<file path="src/design/mtmr_consts.svh">
// Purpose: offsets, field positions, reset values and encodings for the modulo timer
// Assumes: included by the package and by the timer module
// Notes:   register offsets are byte offsets on the plain register port
`ifndef MTMR_CONSTS_SVH
`define MTMR_CONSTS_SVH

// ----------------------------------------------------------------------
// register offsets
// ----------------------------------------------------------------------
`define MTMR_OFF_SC      4'h0
`define MTMR_OFF_CLK     4'h1
`define MTMR_OFF_CNT     4'h2
`define MTMR_OFF_MOD     4'h3
`define MTMR_OFF_IRQST   4'h4
`define MTMR_OFF_IRQMSK  4'h5

// ----------------------------------------------------------------------
// field positions
// ----------------------------------------------------------------------
`define MTMR_SC_OVF      7
`define MTMR_SC_OVIE     6
`define MTMR_SC_CLR      5
`define MTMR_SC_HALT     4
`define MTMR_CLK_SRC_HI  5
`define MTMR_CLK_SRC_LO  4
`define MTMR_CLK_PS_HI   3
`define MTMR_CLK_PS_LO   0

// ----------------------------------------------------------------------
// encodings and reset values
// ----------------------------------------------------------------------
`define MTMR_SRC_BUS     2'h0
`define MTMR_SRC_FIX     2'h1
`define MTMR_SRC_EXTF    2'h2
`define MTMR_SRC_EXTR    2'h3
`define MTMR_PS_MAX      4'h8
`define MTMR_RST_BYTE    8'h00
`define MTMR_RST_HALT    1'h1
`define MTMR_RST_PS      4'h0
`define MTMR_RST_SRC     2'h0
`define MTMR_PRE_ONE     9'h001
`define MTMR_RST_BIT     1'h0
`define MTMR_RST_PRE     9'h000
`define MTMR_RST_SYNC    3'h0

`endif

</file>
<file path="src/design/mtmr_pkg.sv">
// Purpose: types shared by the modulo timer
// Assumes: constants come from mtmr_consts.svh
// Notes:   the whole timer state is one packed struct
`include "mtmr_consts.svh"

package mtmr_pkg;

	typedef logic [7:0] mtmr_byte_t;
	typedef logic [3:0] mtmr_addr_t;

	typedef enum logic [1:0] {
		MTMR_RUN,
		MTMR_WAITM,
		MTMR_STOPM,
		MTMR_BDM
	} mtmr_mode_t;

	typedef struct packed {
		mtmr_byte_t  count;
		mtmr_byte_t  modVal;
		logic        ovfFlag;
		logic        ovfIrqEn;
		logic        haltBit;
		logic [1:0]  clkSrc;
		logic [3:0]  preSel;
		logic [8:0]  preCnt;
		logic [2:0]  extSync;
		logic        extLast;
		logic [2:0]  fixSync;
		logic        fixLast;
		logic        irqSt;
		logic        irqMsk;
		logic        irqOut;
		mtmr_byte_t  rdData;
		logic        wakeReq;
	} mtmr_state_t;

endpackage

</file>
<file path="src/design/modulo_timer.sv">
// Purpose: 8-bit modulo up-counter timer with clock select, prescaler, overflow interrupt
// Assumes: 20 MHz clk, registers on a plain strobe port, read data one cycle after the strobe
// Notes:   low-power and debug modes arrive as plain inputs from the system controller
//
// Contract
// - 8-bit up-counter, free running or wrapping at a programmable modulo limit
// - overflow interrupt request, enabled or disabled by a control bit
// - writing the counter-clear bit resets the counter
// - count-halt bit stops the counter while set
// - prescaler input: bus clock, fixed clock, external pin rising or falling edge
// - prescaler divides by 1, 2, 4, 8, 16, 32, 64, 128 or 256
// - a running timer keeps counting in wait mode
// - enabled overflow interrupt can wake the processor from wait
// - timer disabled in every stop mode, never a stop wake source
// - waking from the two deepest stop modes returns the timer to reset
// - shallow stop left through reset puts the timer in reset state
// - shallow stop left through interrupt keeps state, counting resumes from held value
// - debug background mode suspends all counting
// - after background, resume from held value unless cleared or modulo written
// - source code 00 bus, 01 fixed, 10 pin falling, 11 pin rising
// - prescale code n divides by two to the n, codes above 1000 divide by 256
// - changing source or prescale while counting does not clear the counter
//
// Chosen here: the address map and strobed register access.
`timescale 1ns/1ps
`include "mtmr_consts.svh"

module modulo_timer
(
	input  wire logic                clk,
	input  wire logic                rstn,
	input  wire mtmr_pkg::mtmr_addr_t regAddr,
	input  wire mtmr_pkg::mtmr_byte_t regWrData,
	input  wire logic                regWrStb,
	input  wire logic                regRdStb,
	output mtmr_pkg::mtmr_byte_t      regRdData,
	input  wire logic                fixedFreqClock,
	input  wire logic                externalTimerClockPin,
	input  wire logic                waitMode,
	input  wire logic                stopMode,
	input  wire logic                deepStopWake,
	input  wire logic                bgdMode,
	output logic                     timerIrq,
	output logic                     waitWakeReq
);
	import mtmr_pkg::*;

	mtmr_state_t st_ff;
	mtmr_state_t nxt_st;

	// ----------------------------------------------------------------------
	// combinational next state
	// ----------------------------------------------------------------------
	logic       wrSc;
	logic       wrClk;
	logic       wrMod;
	logic       srcEdge;
	logic       tick;
	logic       extRise;
	logic       extFall;
	logic       fixRise;
	logic       running;
	logic [8:0] preLimit;
	logic       ovfEvent;
	logic [3:0] psEff;

	always_comb
	begin
		nxt_st   = st_ff;
		wrSc     = regWrStb && (regAddr == `MTMR_OFF_SC);
		wrClk    = regWrStb && (regAddr == `MTMR_OFF_CLK);
		wrMod    = regWrStb && (regAddr == `MTMR_OFF_MOD);

		// ----------------------------------------------------------------------
		// pin synchronisers
		// ----------------------------------------------------------------------
		// pins pass three flops; an edge counts once stages two and three agree
		nxt_st.extSync = {st_ff.extSync[1:0], externalTimerClockPin};
		nxt_st.fixSync = {st_ff.fixSync[1:0], fixedFreqClock};
		if (st_ff.extSync[2] == st_ff.extSync[1])
		begin
			nxt_st.extLast = st_ff.extSync[2];
		end
		if (st_ff.fixSync[2] == st_ff.fixSync[1])
		begin
			nxt_st.fixLast = st_ff.fixSync[2];
		end
		extRise = (st_ff.extSync[2] == st_ff.extSync[1]) && st_ff.extSync[2] && !st_ff.extLast;
		extFall = (st_ff.extSync[2] == st_ff.extSync[1]) && !st_ff.extSync[2] && st_ff.extLast;
		fixRise = (st_ff.fixSync[2] == st_ff.fixSync[1]) && st_ff.fixSync[2] && !st_ff.fixLast;

		// ----------------------------------------------------------------------
		// clock source select
		// ----------------------------------------------------------------------
		case (st_ff.clkSrc)
			`MTMR_SRC_FIX:  srcEdge = fixRise;
			`MTMR_SRC_EXTF: srcEdge = extFall;
			`MTMR_SRC_EXTR: srcEdge = extRise;
			default:        srcEdge = 1'b1;
		endcase

		// ----------------------------------------------------------------------
		// prescaler
		// ----------------------------------------------------------------------
		// stop and background freeze counting; wait does not
		running = !st_ff.haltBit && !stopMode && !bgdMode;

		psEff    = (st_ff.preSel > `MTMR_PS_MAX) ? `MTMR_PS_MAX : st_ff.preSel;
		preLimit = 9'(`MTMR_PRE_ONE << psEff);
		tick     = 1'b0;
		ovfEvent = 1'b0;
		if (running && srcEdge)
		begin
			// a shrunk ratio lands the prescaler past its new limit: roll at once
			if (9'(st_ff.preCnt + 9'h001) >= preLimit)
			begin
				nxt_st.preCnt = 9'h000;
				tick          = 1'b1;
			end
			else
			begin
				nxt_st.preCnt = 9'(st_ff.preCnt + 9'h001);
			end
		end

		// ----------------------------------------------------------------------
		// counter
		// ----------------------------------------------------------------------
		// modulo zero means free running through 0xff
		if (tick)
		begin
			if (st_ff.count == st_ff.modVal && st_ff.modVal != `MTMR_RST_BYTE)
			begin
				nxt_st.count = `MTMR_RST_BYTE;
				ovfEvent     = 1'b1;
			end
			else if (st_ff.modVal == `MTMR_RST_BYTE && st_ff.count == 8'hff)
			begin
				nxt_st.count = `MTMR_RST_BYTE;
				ovfEvent     = 1'b1;
			end
			else
			begin
				nxt_st.count = 8'(st_ff.count + 8'h01);
			end
		end

		// ----------------------------------------------------------------------
		// register writes
		// ----------------------------------------------------------------------
		if (wrSc)
		begin
			nxt_st.ovfIrqEn = regWrData[`MTMR_SC_OVIE];
			nxt_st.haltBit  = regWrData[`MTMR_SC_HALT];
			if (regWrData[`MTMR_SC_CLR])
			begin
				nxt_st.count  = `MTMR_RST_BYTE;
				nxt_st.preCnt = 9'h000;
			end
			// flag clears by writing zero to it while it reads set
			if (!regWrData[`MTMR_SC_OVF])
			begin
				nxt_st.ovfFlag = 1'b0;
			end
		end
		if (wrClk)
		begin
			nxt_st.clkSrc = regWrData[`MTMR_CLK_SRC_HI:`MTMR_CLK_SRC_LO];
			nxt_st.preSel = regWrData[`MTMR_CLK_PS_HI:`MTMR_CLK_PS_LO];
		end
		if (wrMod)
		begin
			nxt_st.modVal = regWrData;
			nxt_st.count  = `MTMR_RST_BYTE;
			nxt_st.preCnt = 9'h000;
			nxt_st.ovfFlag = 1'b0;
		end
		if (regWrStb && regAddr == `MTMR_OFF_IRQST && regWrData[0])
		begin
			nxt_st.irqSt = 1'b0;
		end
		if (regWrStb && regAddr == `MTMR_OFF_IRQMSK)
		begin
			nxt_st.irqMsk = regWrData[0];
		end

		// ----------------------------------------------------------------------
		// interrupt flags and outputs
		// ----------------------------------------------------------------------
		// events win over a clear in the same cycle
		if (ovfEvent)
		begin
			nxt_st.ovfFlag = 1'b1;
			nxt_st.irqSt   = 1'b1;
		end

		nxt_st.irqOut  = nxt_st.irqSt && nxt_st.irqMsk && nxt_st.ovfIrqEn;
		nxt_st.wakeReq = waitMode && nxt_st.ovfFlag && nxt_st.ovfIrqEn;

		// ----------------------------------------------------------------------
		// register reads
		// ----------------------------------------------------------------------
		nxt_st.rdData = `MTMR_RST_BYTE;
		if (regRdStb)
		begin
			if (regAddr == `MTMR_OFF_SC)
			begin
				nxt_st.rdData[`MTMR_SC_OVF]  = st_ff.ovfFlag;
				nxt_st.rdData[`MTMR_SC_OVIE] = st_ff.ovfIrqEn;
				nxt_st.rdData[`MTMR_SC_HALT] = st_ff.haltBit;
			end
			else if (regAddr == `MTMR_OFF_CLK)
			begin
				nxt_st.rdData[`MTMR_CLK_SRC_HI:`MTMR_CLK_SRC_LO] = st_ff.clkSrc;
				nxt_st.rdData[`MTMR_CLK_PS_HI:`MTMR_CLK_PS_LO]   = st_ff.preSel;
			end
			else if (regAddr == `MTMR_OFF_CNT)
			begin
				nxt_st.rdData = st_ff.count;
			end
			else if (regAddr == `MTMR_OFF_MOD)
			begin
				nxt_st.rdData = st_ff.modVal;
			end
			else if (regAddr == `MTMR_OFF_IRQST)
			begin
				nxt_st.rdData = {7'h00, st_ff.irqSt};
			end
			else if (regAddr == `MTMR_OFF_IRQMSK)
			begin
				nxt_st.rdData = {7'h00, st_ff.irqMsk};
			end
		end

		// ----------------------------------------------------------------------
		// deep stop wake
		// ----------------------------------------------------------------------
		// deep stop wake resets every timer field except the pin synchronisers and the read data
		if (deepStopWake)
		begin
			nxt_st.count    = `MTMR_RST_BYTE;
			nxt_st.modVal   = `MTMR_RST_BYTE;
			nxt_st.ovfFlag  = 1'b0;
			nxt_st.ovfIrqEn = 1'b0;
			nxt_st.haltBit  = `MTMR_RST_HALT;
			nxt_st.clkSrc   = `MTMR_RST_SRC;
			nxt_st.preSel   = `MTMR_RST_PS;
			nxt_st.preCnt   = 9'h000;
			nxt_st.irqSt    = 1'b0;
			nxt_st.irqMsk   = 1'b0;
			nxt_st.irqOut   = 1'b0;
			nxt_st.wakeReq  = 1'b0;
		end
	end

	// ----------------------------------------------------------------------
	// state register
	// ----------------------------------------------------------------------
	// shallow stop exit by reset arrives on rstn; exit by interrupt keeps state
	always_ff @(posedge clk or negedge rstn)
	begin
		if (!rstn)
		begin
			st_ff.count    <= `MTMR_RST_BYTE;
			st_ff.modVal   <= `MTMR_RST_BYTE;
			st_ff.ovfFlag  <= `MTMR_RST_BIT;
			st_ff.ovfIrqEn <= `MTMR_RST_BIT;
			st_ff.haltBit  <= `MTMR_RST_HALT;
			st_ff.clkSrc   <= `MTMR_RST_SRC;
			st_ff.preSel   <= `MTMR_RST_PS;
			st_ff.preCnt   <= `MTMR_RST_PRE;
			st_ff.extSync  <= `MTMR_RST_SYNC;
			st_ff.extLast  <= `MTMR_RST_BIT;
			st_ff.fixSync  <= `MTMR_RST_SYNC;
			st_ff.fixLast  <= `MTMR_RST_BIT;
			st_ff.irqSt    <= `MTMR_RST_BIT;
			st_ff.irqMsk   <= `MTMR_RST_BIT;
			st_ff.irqOut   <= `MTMR_RST_BIT;
			st_ff.rdData   <= `MTMR_RST_BYTE;
			st_ff.wakeReq  <= `MTMR_RST_BIT;
		end
		else
		begin
			st_ff <= nxt_st;
		end
	end

	assign regRdData   = st_ff.rdData;
	assign timerIrq    = st_ff.irqOut;
	assign waitWakeReq = st_ff.wakeReq;

endmodule // modulo_timer

</file>
<file path="config.mk">
export PLATFORM = sky130hd
export DESIGN_NAME = modulo_timer
export DESIGN_NICKNAME = d
export VERILOG_FILES = /design/src/design/mtmr_pkg.sv /design/src/design/modulo_timer.sv
export VERILOG_INCLUDE_DIRS = /design/src /design/src/design
export SDC_FILE = /design/constraint.sdc
export NUM_CORES = 1
export LEC_CHECK = 0
export BUFFER_PORTS_ARGS = -buffer_cell sky130_fd_sc_hd__buf_2
export CAP_MARGIN = 25
export CORE_MARGIN = 2
export CORE_UTILIZATION = 30
export CTS_BUF_LIST = sky130_fd_sc_hd__clkbuf_2 sky130_fd_sc_hd__clkbuf_4 sky130_fd_sc_hd__clkbuf_8
export DETAILED_ROUTE_END_ITERATION = 16
export HOLD_SLACK_MARGIN = 0.08
export RECOVER_POWER = 100
export SLEW_MARGIN = 10
export SYNTH_ARGS = -nofsm -noshare
export SYNTH_HDL_FRONTEND = slang
export SYNTH_SLANG_ARGS = --single-unit
</file>
<file path="constraint.sdc">
create_clock -name clk -period 6.8 [get_ports clk]
set_clock_uncertainty 0.15 [all_clocks]
set_input_delay 0.68 -clock clk [delete_from_list [all_inputs] [get_ports clk]]
set_output_delay 0.68 -clock clk [all_outputs]
set_load 0.03 [all_outputs]
</file>
== After elaboration in Yosys (flattened, before gate mapping) ==
Cells that the tools add are included.
Word-level totals
  register bits: 54
  output and inout bits: 10
Operators by class
  $add $sub $neg: 2
  reduce and logical (&&, ||, !) cells: 33
  shift operators: 1
  muxes and demuxes: 39
  eq/ne operators: 12
  magnitude comparators: 2
Operators with widths (number)
  two-way mux 8 bit: 9
  two-way mux 9 bit: 5
  two-way mux 34 bit: 1
  logical AND 1 bit: 21
  two-way mux 17 bit: 1
  two-way mux 1 bit: 14
  two-way mux 6 bit: 2
  adder 9 x 1 -> 9 bit, second input constant: 1
  >= comparator 9 bit: 1
  << shifter 1 x 4 -> 9 bit, first input constant: 1
  adder 8 x 1 -> 8 bit, second input constant: 1
  equality test 4 x 2 -> 1 bit, second input constant: 2
  equality test 4 x 3 -> 1 bit, second input constant: 2
  equality test 8 bit: 1
  equality test 8 bit, second input constant: 1
  zero test 8 bit: 1
  two-way mux 4 bit: 2
  nonzero test 8 bit: 1
  zero test 1 bit: 6
  two-way mux 3 bit: 2
  nonzero test 2 bit: 3
  equality test 2 bit, second input constant: 2
  equality test 4 x 1 -> 1 bit, second input constant: 1
  > comparator 4 bit, second input constant: 1
  5 further kinds: 7

== Longest topological paths before layout ==
Gate-level depths: netlist (run 1).
  depth in word-level cells: 14
  gate-level depth with buffers: 13
  mapped depth without buffers: 12

== Worst setup path before layout (run 1) ==
OpenSTA, ideal clock, no wires.
  path type: reg-to-reg
  start: reg st_ff[20] in the netlist's numbering
  end: reg st_ff[52] in the netlist's numbering
  arrival: 2.651 ns
  cell stages (with the launch flop): 14
  required time: 6.572 ns
  slack: 3.922 ns
  path buffers: 1
  path through: dfrtp_1 -> ha_1 -> and3_1 -> and3_1 -> nand3_1 -> xnor2_1 -> ha_1 -> nand2_1 -> o21ai_0 -> and3_1 -> a21oi_2 -> buf_6 -> or4_1 -> a21oi_1
RTL lines
  from (decl): line modulo_timer.sv:48  | mtmr_state_t st_ff;
  from (signal assigned): line modulo_timer.sv:284  | st_ff <= nxt_st;

==> results.py, run 1 <==
metrics = {
    "hold_path": {
        "min_from": "nxt_st[18]",
        "holdCritPathClass": "reg -> reg",
    },
    "power": {
        "pwr_density_cell_nw_per_um2": 180,
        "p_leak_uw": 0.00156,
        "power_frac_clock": 0.364,
        "peakVddDrop_uv": 110,
        "p_int_uw": 461,
        "swShare": 0.230,
        "p_sw_uw": 138,
        "p_comb_frac": 0.084,
        "finalPower_uw": 599,
        "seqPwrFrac": 0.552,
    },
    "clock_tree": {
        "clkLatencyLatePin_ps": 300,
        "clock-sinks": 54,
        "numCtsBuffers": 5,
        "cts_setup_buffers": 0,
        "htree_levels": 2,
        "ctsHoldBuffers": 0,
        "cts-root-buf": "clkbuf_8",
        "post_cts_resized": 0,
        "clkTransAtPathRegs_ps": 90,
        "cts_tree": "yes",
        "cts_buffer_depth": 2,
    },
    "die": {
        "io_pins": 32,
        "rows": 36,
        "die_area_um2": 10900,
        "fp.dieH_um": 104,
        "initial_utilization": 0.310,
        "die_width_um": 104,
        "coreArea_um2": 9770,
    },
    "final_layout": {
        "antennaDiodeCount": 0,
        "layout_commonest_cell": "dfrtp_1",
        "syn2layout_area_growth_pct": 10.2,
        "drive_gt1_frac": 0.0938,
        "layout.nets": 376,
        "final_cell_mix": "53 x dfrtp_1, 46 x nand2_1, 34 x nor2_1, 24 x a21oi_1, 20 x xor2_1",
    },
    "timing": {
        "rsz0062_at_grt": "no",
        "finalHoldViolCount": 0,
        "period_share": 0.508,
        "worstMarginPinSlew_ps": 2880,
        "max_freq_mhz": 290,
        "setup_viol": 0,
        "drv_slew": 55,
        "relSlewSlack": -0.921,
        "fin_crit_ps": 3450,
        "setup_tns_ps": 0,
    },
    "detailed_routing": {
        "wl_um": 6770,
        "antenna_left": 0,
        "drt_iter0_drc": 123,
        "wl_per_cell_um": 14.3,
        "via_per_inst": 4.98,
        "drt_pre_antenna_iters": 5,
        "route.vias.total": 2360,
        "post-route-drc-count": 0,
    },
    "placed_design": {
        "portBuffers": 31,
        "gp_congestion": 0.838,
        "dp_hpwl_um": 5090,
    },
    "worst_setup_path": {
        "cp_data_required_time_ps": 6880,
        "critPathMaxFanout": 12,
        "timing_worst_setup_path_type": "reg -> reg",
        "crit_start": "st_ff[20]",
        "r2r_start": "st_ff[20]",
        "start_kind": "flip-flop",
        "cp_data_arrival_time_ps": 3530,
        "endpoint_kind": "flip-flop",
    },
    "logic_synthesis": {
        "synth_nets": 355,
        "ys_seq_area_frac": 0.447,
        "syn-cell-area_um2": 3030,
        "synth-compound-area-share": 0.119,
        "synth_cell_type_count": 47,
        "synth-edff-count": 0,
        "async_flop_share": 1.00,
        "synthAdderAreaFrac": 0.0579,
        "ys.flop_type": "dfrtp_1",
        "synthSimpleGateAreaFrac": 0.222,
        "synthMuxAreaShare": 0.0455,
        "yosys_register_bits": 54,
        "syn_inst": 319,
        "yosysWarnings": 0,
        "synth_xor_area_frac": 0.0666,
        "synth_area_per_cell_um2": 9.49,
        "synth_top_family_by_area": "simple AND/OR/NAND/NOR gates",
    },
    "global_routing": {
        "grt_util_met2": 0.187,
        "grt_pass1_vias": 2288,
        "gr-max-usage-layer": "met1",
        "antenna_found_initial": 0,
        "grt_pass1_wl_um": 11500,
        "grt_use_met3": 0.0263,
        "grt_use_total": 0.131,
        "use_met1": 0.202,
        "grt_max_degree": 55,
        "grt.overflow.total": 0,
    },
    "status": {
        "status": "complete, but fails checks",
        "violations": "capacitance limit, slew limit",
    },
    "flow_run": {
        "max_cap_viol_count": 1,
    },
}
## worst paths after layout
check | end | slack (ps) | cells after the start
min in group asynchronous | st_ff[53] | 1250 | 2
worst max-delay path | st_ff[21] | 3350 | 12
max in group asynchronous | st_ff[12] | 3630 | 2
worst max register to register | st_ff[21] | 3350 | 12
worst min-delay path | nxt_st[19] | 210 | 0
worst min register to register | nxt_st[19] | 210 | 0
## kinds of logic after synthesis
logic type	after synthesis
adder cells (fa/ha/maj)	14
XOR/XNOR	23
flip-flops	54
buffers and inverters	22
AND/OR/NAND/NOR	139
multiplexers	12
AO/OA/AOI/OAI	55
## worst max-delay path, cell delays in order (launching register included)
cell,delay [ps]
dfrtp_1,420
ha_1,230
and3_1,220
and3_1,230
nand3_1,120
xnor2_1,140
ha_1,300
a21oi_1,140
o21ai_0,90
and3_1,200
a21oi_1,560
nand2_1,390
nor2_1,190
## state kept, by name, summed over array words and instances, names as in the netlist
signal	cells
regRdData	8
waitWakeReq	1
st_ff	40
nxt_st	4
timerIrq	1
## routing by layer
layer / vias up / share of wire
met1: 1134 / 0.52
met2: 69 / 0.41
met4: 0 / 0.0099
li1: 1151 / -
met5: - / 0
met3: 6 / 0.061
## power by group through the flow
stage | clock (µW) | combinational (µW) | sequential, µW
6_report | 218 | 50.5 | 331
5_1_grt | 238 | 57.3 | 332
4_1_cts | 223 | 51.9 | 331
3_5_place_dp | 0 | 51.7 | 337
3_3_place_gp | 0 | 50.6 | 337
2_1_floorplan | 0 | 30.2 | 336
## layout make-up
cell class | instances | area (µm²)
clock buffers | 7 | 83.8
well taps | 133 | 166
fillers | 1049 | 6440
clock inverters | 1 | 30.0
repair buffers | 32 | 144
inverters | 4 | 15.0
multi-input cells | 243 | 1540
flip-flops and latches | 54 | 1350
## synthesized netlist by cell type, drive strengths merged (2+ instances only)
master / count / share of area
or4: 3 / 0.0074
a22oi: 2 / 0.0050
a21oi: 25 / 0.044
nor2: 34 / 0.042
o221ai: 4 / 0.012
a21o: 2 / 0.0050
mux2i: 10 / 0.033
nand4: 2 / 0.0041
nand3: 11 / 0.018
nand4b: 3 / 0.0087
o21ai: 11 / 0.019
buf: 10 / 0.027
nor3b: 2 / 0.0050
and3: 9 / 0.019
inv: 3 / 0.0037
xnor2: 3 / 0.0087
clkbuf: 8 / 0.0099
nand2: 46 / 0.057
nand2b: 5 / 0.010
nor3: 2 / 0.0033
xor2: 20 / 0.058
nor4: 6 / 0.012
nor2b: 10 / 0.021
ha: 14 / 0.058
a31oi: 3 / 0.0062
dfrtp: 53 / 0.44
a211o: 2 / 0.0058
## per-stage QoR
step           cells   util  hold slack (ps)  instance area [µm²]  worst slack, ps
2_1_floorplan    319      -              181                 3030             3920
3_3_place_gp     466  0.332              184                 3240             3740
3_5_place_dp     466  0.332              185                 3240             3610
4_1_cts          474  0.343              207                 3360             3580
5_1_grt          474  0.341              229                 3330             2890
6_report         474  0.341              205                 3330             3350
(Power assumes the default switching activity.)
==> run 2: changes to the inputs <==
--- a/config.mk
+++ b/config.mk
@@ -6,6 +6,7 @@
 export SDC_FILE = /design/constraint.sdc
 export NUM_CORES = 1
 export LEC_CHECK = 0
+export ABC_AREA = 1
 export BUFFER_PORTS_ARGS = -buffer_cell sky130_fd_sc_hd__buf_2
 export CAP_MARGIN = 25
 export CORE_MARGIN = 2
==> constraint.sdc (replaced) <==
create_clock -name clk -period 2.8 [get_ports clk]
set_clock_uncertainty 0.15 [all_clocks]
set_input_delay 0.28 -clock clk [delete_from_list [all_inputs] [get_ports clk]]
set_output_delay 0.28 -clock clk [all_outputs]
set_load 0.03 [all_outputs]
==> results.py, run 2 <==
metrics = {
    "status": {
        "status": "complete, but fails checks",
        "violations": "capacitance limit, slew limit",
    },
    "power": {
        "p_int_uw": 1130,
        "seqPwrFrac": 0.524,
        "power_frac_clock": 0.354,
        "pwr_density_cell_nw_per_um2": 414,
        "p_sw_uw": 429,
        "p_comb_frac": 0.122,
        "swShare": 0.274,
        "peakVddDrop_uv": 264,
        "p_leak_uw": 0.00201,
    },
    "logic_synthesis": {
        "yosysTopAreaCell": "dfrtp_1",
        "syn-cell-area_um2": 3330,
        "synth_nets": 476,
        "syn_inst": 440,
        "ys.flop_type": "dfrtp_1",
        "synth.most_common_cell": "nand2_1",
        "synth_cell_type_count": 38,
        "synth_area_per_cell_um2": 7.56,
        "synth-edff-count": 0,
        "yosysTopAreaCellShare": 0.399,
        "yosys_register_bits": 54,
        "async_flop_share": 1.00,
        "yosys-top-cells-area": "dfrtp_1 40%, nand2_1 12%, inv_1 7.2%, nor2_1 6.9%, ha_1 5.3%",
        "ys_seq_area_frac": 0.407,
        "yosysWarnings": 0,
        "ys_top_cells_by_count": "104 x nand2_1, 64 x inv_1, 61 x nor2_1, 53 x dfrtp_1, 26 x nand3_1",
    },
    "final_layout": {
        "layout.nets": 516,
        "final_cell_mix": "106 x nand2_1, 63 x inv_1, 61 x nor2_1, 53 x dfrtp_1, 25 x nand3_1",
        "drive_gt1_frac": 0.131,
        "fin_cells": 621,
        "antennaDiodeCount": 0,
        "num-fill-cells": 1163,
        "layout_commonest_cell": "nand2_1",
        "top_register": "st_ff",
        "largest_reg_flops": 40,
        "syn2layout_area_growth_pct": 13.6,
        "fin_util": 0.348,
    },
    "clock_tree": {
        "htree_levels": 2,
        "clkLatencyLatePin_ps": 320,
        "cts_tree": "yes",
        "cts-root-buf": "clkbuf_8",
        "clock-sinks": 54,
        "cts_buffer_depth": 2,
        "numCtsBuffers": 5,
        "clkTransAtPathRegs_ps": 110,
    },
    "timing": {
        "fin_crit_ps": 2670,
        "fin_worst_hold_slack_ps": 90.4,
        "finalHoldViolCount": 0,
        "relSlewSlack": -0.00741,
        "worstMarginPinSlew_ps": 1510,
        "setup_tns_ps": 0,
        "max_freq_mhz": 374,
        "setup_viol": 0,
        "drv_slew": 28,
        "period_share": 0.955,
    },
    "placed_design": {
        "gp_congestion": 0.861,
        "place_inst": 599,
        "dp_hpwl_um": 5830,
        "portBuffers": 31,
    },
    "global_routing": {
        "antenna_found_initial": 0,
        "grt.overflow.total": 0,
        "grt_use_total": 0.142,
        "grt_max_degree": 28,
        "grt_pass1_wl_um": 13400,
        "grt_pass1_vias": 2769,
    },
    "die": {
        "die_width_um": 109,
        "rows": 38,
        "die_area_um2": 11900,
        "initial_utilization": 0.307,
        "coreArea_um2": 10800,
        "fp.dieH_um": 109,
        "io_pins": 32,
    },
    "detailed_routing": {
        "post-route-drc-count": 0,
        "wl_per_cell_um": 12.8,
        "route.vias.total": 2910,
        "via_per_inst": 4.69,
        "drt_iter0_drc": 142,
        "wl_um": 7960,
        "antenna_left": 0,
        "drt_pre_antenna_iters": 7,
    },
    "flow_run": {
        "max_cap_viol_count": 1,
    },
    "hold_path": {
        "min_from": "regWrData[0]",
        "hold_depth": 3,
        "holdCritPathClass": "in -> reg",
        "holdPathEnd": "st_ff[38]",
    },
    "worst_setup_path": {
        "cp_data_required_time_ps": 2880,
        "cp_data_arrival_time_ps": 2750,
        "reg2reg_to": "st_ff[51]",
        "start_kind": "flip-flop",
        "endpoint_kind": "flip-flop",
        "critPathMaxFanout": 7,
        "r2r_start": "st_ff[21]",
        "timing_worst_setup_path_type": "reg -> reg",
        "reg2regPathDepth": 16,
        "reg2reg_slack_ps": 130,
    },
}
==> run 2: cell types whose count changed after synthesis, sizes merged, moves of 8 or more <==
cell and change:
xor2 -9, mux2i -10, nor3 +8, o21ai +8, nor2b -10, nand4 +9, a21oi -12, nand2 +64
nand3 +15, inv +66, and3 -9, o22ai +8, nor2 +34
==> run 2: kinds of logic after synthesis <==
kind of cell             Yosys count  synth area share
multiplexers                       1           0.00339
XOR/XNOR                          11            0.0290
adder cells (fa/ha/maj)           14            0.0527
flip-flops                        54             0.407
AO/OA/AOI/OAI                     50            0.0933
AND/OR/NAND/NOR                  226             0.304
buffers and inverters             84             0.111
==> run 2: area by class of cell <==
class | count | area (µm²) | area share
Multi-Input combinational cell | 303 | 1600 | 0.423
Sequential cell | 54 | 1350 | 0.358
Timing Repair Buffer | 47 | 279 | 0.0739
Inverter | 69 | 262 | 0.0692
Tap cell | 140 | 175 | 0.0464
Clock buffer | 5 | 68.8 | 0.0182
Clock inverter | 3 | 43.8 | 0.0116
==> run 2: power by group through the flow <==
stage	sequential (µW)	combinational [µW]	clock, µW
after global routing	822	217	591
after CTS	819	197	572
after detailed placement	834	183	0
after floorplan	829	115	0
final	818	191	554
after global placement	833	180	0
==> run 2: critical path, cell delays in order, from the launching register on <==
cell	delay, ps
dfrtp_1	390
ha_2	200
nand3_2	100
inv_2	80
nand3_1	80
xor2_1	230
inv_1	70
ha_1	330
nand2_1	70
nand2_1	50
a21oi_1	120
nand4_1	230
nand2_4	190
buf_6	130
nand2_1	50
nand2_1	50
nor2_1	40
==> run 2: repair_timing <==
action / 4_1_cts / 5_1_grt
pin swaps: 2 / 4
hold endpoints to repair: 36 / 0
buffers inserted: 2 / 3
gates cloned: 1 / 0
resized for setup: 0 / 9
setup endpoints to repair: 2 / 21
hold buffers: 8 / 0
==> run 2: layer usage <==
metal / wire length (µm) / up-vias / GRT usage
met2: 3570 / 60 / 0.227
met5: 0 / - / 0
met3: 300 / 5 / 0.0196
met1: 4030 / 1371 / 0.204
li1: - / 1474 / -
met4: 57 / 0 / 0.0353
==> run 2: worst max-delay path by stage <==
stage               startpoint  slack (ps)  cells after the start        end
finish               st_ff[21]         130                     16  st_ff[51]
global route         st_ff[20]         -20                     15  st_ff[11]
CTS                  st_ff[20]          50                     14  st_ff[23]
detailed placement   st_ff[20]          10                     14  st_ff[23]
global placement     st_ff[20]         140                     15  st_ff[11]
floorplan            st_ff[20]         400                     15  st_ff[46]
==> run 2: stage by stage <==
step                setup WS [ps]  instance area (µm²)  total power (µW)
global placement              140                 3570              1010
floorplan                     403                 3330               944
CTS                          50.7                 3780              1590
global route                -24.7                 3780              1630
finish                        127                 3780              1560
detailed placement           14.0                 3570              1020
==> run 3: changes to the inputs <==
--- a/config.mk
+++ b/config.mk
@@ -7,13 +7,14 @@
 export NUM_CORES = 1
 export LEC_CHECK = 0
 export ABC_AREA = 1
+export ABC_CLOCK_PERIOD_IN_PS = 2800
 export BUFFER_PORTS_ARGS = -buffer_cell sky130_fd_sc_hd__buf_2
 export CAP_MARGIN = 25
 export CORE_MARGIN = 2
 export CORE_UTILIZATION = 30
 export CTS_BUF_LIST = sky130_fd_sc_hd__clkbuf_2 sky130_fd_sc_hd__clkbuf_4 sky130_fd_sc_hd__clkbuf_8
 export DETAILED_ROUTE_END_ITERATION = 16
-export HOLD_SLACK_MARGIN = 0.08
+export HOLD_SLACK_MARGIN = 0.15
 export RECOVER_POWER = 100
 export SLEW_MARGIN = 10
 export SYNTH_ARGS = -nofsm -noshare
==> constraint.sdc (replaced) <==
create_clock -name clk -period 2.8 [get_ports clk]
set_clock_uncertainty 0.15 [all_clocks]
set_input_delay 0.28 -clock clk [delete_from_list [all_inputs] [get_ports clk]]
set_output_delay 0.28 -clock clk [all_outputs]
set_load 0.05 [all_outputs]
==> results.py, run 3 (synthesis gave the netlist of run 2 again) <==
metrics = {
    "placed_design": {
        "place_inst": 599,
        "gp_congestion": 0.861,
        "dp_hpwl_um": 5830,
        "portBuffers": 31,
    },
    "timing": {
        "drv_slew": 28,
        "worstMarginPinSlew_ps": 1510,
        "setup_viol": 0,
        "fin_crit_ps": 2680,
        "relSlewSlack": -0.00982,
        "period_share": 0.956,
        "fin_worst_hold_slack_ps": 207,
        "finalHoldViolCount": 0,
        "max_freq_mhz": 373,
        "setup_tns_ps": 0,
    },
    "worst_setup_path": {
        "cp_top_family": "simple AND/OR/NAND/NOR gates",
        "r2r_start": "st_ff[21]",
        "endpoint_kind": "flip-flop",
        "timing_worst_setup_path_type": "reg -> reg",
        "critPathMaxStageDelay_ps": 390,
        "cp_cell_sequence": "ha_2 > nand3_2 > inv_2 > nand3_1 > xor2_1 > inv_1 > ha_1 > nand2_1 > nand2_1 > a21oi_1 > nand4_1 > nand2_4 > buf_6 > nand2_1 > nand2_1 > nor2_1",
        "critPathMaxFanout": 7,
        "cp_data_arrival_time_ps": 2750,
        "start_kind": "flip-flop",
        "cp_slowest_cell": "dfrtp_1",
        "cp_common_cell": "nand2_1",
        "reg2regPathDepth": 16,
        "reg2reg_slack_ps": 120,
        "worst-path-buf-inv": 3,
        "reg2reg_to": "st_ff[51]",
        "cp_data_required_time_ps": 2880,
    },
    "hold_path": {
        "holdPathEnd": "nxt_st[19]",
        "min_from": "nxt_st[18]",
        "holdCritPathClass": "reg -> reg",
        "hold_depth": 0,
    },
    "clock_tree": {
        "clkTransAtPathRegs_ps": 100,
        "clock-sinks": 54,
        "cts_tree": "yes",
        "cts-root-buf": "clkbuf_8",
        "htree_levels": 2,
        "cts_buffer_depth": 2,
        "clkLatencyLatePin_ps": 320,
        "numCtsBuffers": 5,
    },
    "die": {
        "rows": 38,
        "die_area_um2": 11900,
        "fp.dieH_um": 109,
        "io_pins": 32,
        "initial_utilization": 0.307,
        "die_width_um": 109,
        "coreArea_um2": 10800,
    },
    "global_routing": {
        "grt_pass1_wl_um": 13500,
        "grt_pass1_vias": 2804,
        "grt_max_degree": 28,
        "grt.overflow.total": 0,
        "grt_use_total": 0.143,
        "antenna_found_initial": 0,
    },
    "detailed_routing": {
        "drt_iter0_drc": 149,
        "wl_um": 8060,
        "antenna_left": 0,
        "wl_per_cell_um": 12.8,
        "drt_pre_antenna_iters": 7,
        "route.vias.total": 2955,
        "post-route-drc-count": 0,
        "via_per_inst": 4.70,
    },
    "final_layout": {
        "drive_gt1_frac": 0.129,
        "fin_util": 0.355,
        "top_register": "st_ff",
        "layout.nets": 524,
        "antennaDiodeCount": 0,
        "largest_reg_flops": 40,
        "final_cell_mix": "104 x nand2_1, 63 x inv_1, 61 x nor2_1, 53 x dfrtp_1, 25 x nand3_1",
        "fin_cells": 629,
        "syn2layout_area_growth_pct": 15.9,
        "layout_commonest_cell": "nand2_1",
    },
    "power": {
        "p_leak_uw": 0.00203,
        "pwr_density_cell_nw_per_um2": 408,
        "peakVddDrop_uv": 264,
    },
    "flow_run": {
        "max_cap_viol_count": 1,
    },
    "status": {
        "violations": "capacitance limit, slew limit",
        "status": "complete, but fails checks",
    },
}
[run 3: per-stage QoR]
stage	total power, µW	instance area [µm²]	setup WS [ps]
3_5_place_dp	1020	3570	14.0
5_1_grt	1640	3850	-24.7
3_3_place_gp	1020	3570	140
6_report	1570	3850	122
4_1_cts	1600	3860	50.7
2_1_floorplan	947	3330	403
[run 3: cell type report]
| type | instances | area, µm² |
|---|---|---|
| well taps | 140 | 175 |
| clock buffers | 5 | 68.8 |
| inverters | 69 | 262 |
| multi-input cells | 303 | 1600 |
| repair buffers | 55 | 354 |
| flip-flops and latches | 54 | 1350 |
| fillers | 1156 | 6990 |
| clock inverters | 3 | 43.8 |
[run 3: how the worst max path moves through the flow]
stage	cells past startpoint	from	end
3_3_place_gp	15	st_ff[20]	st_ff[11]
2_1_floorplan	15	st_ff[20]	st_ff[46]
6_report	16	st_ff[21]	st_ff[51]
5_1_grt	15	st_ff[20]	st_ff[11]
4_1_cts	14	st_ff[20]	st_ff[23]
3_5_place_dp	14	st_ff[20]	st_ff[23]
[run 3: what timing repair did]
item / CTS / global route
endpoints found under the setup margin: 2 / 21
cloned: 1 / 0
setup buffers: 2 / 3
hold buffers: 16 / 0
pin swaps: 2 / 4
gates resized for setup: 0 / 9
endpoints found under the hold margin: 52 / 0
[run 3: per-layer routing]
metal  track usage  vias up  part of all wire
met5             0        -                 0
met4        0.0353        0            0.0071
met3        0.0196        5             0.039
met2         0.232       68              0.45
met1         0.204     1395              0.50
li1              -     1487                 -
[run 3: report_power, final]
| group | total [µW] | switching, µW | internal (µW) |
|---|---|---|---|
| registers | 818 | 17.6 | 801 |
| clock network | 552 | 283 | 269 |
| logic | 201 | 131 | 70.2 |
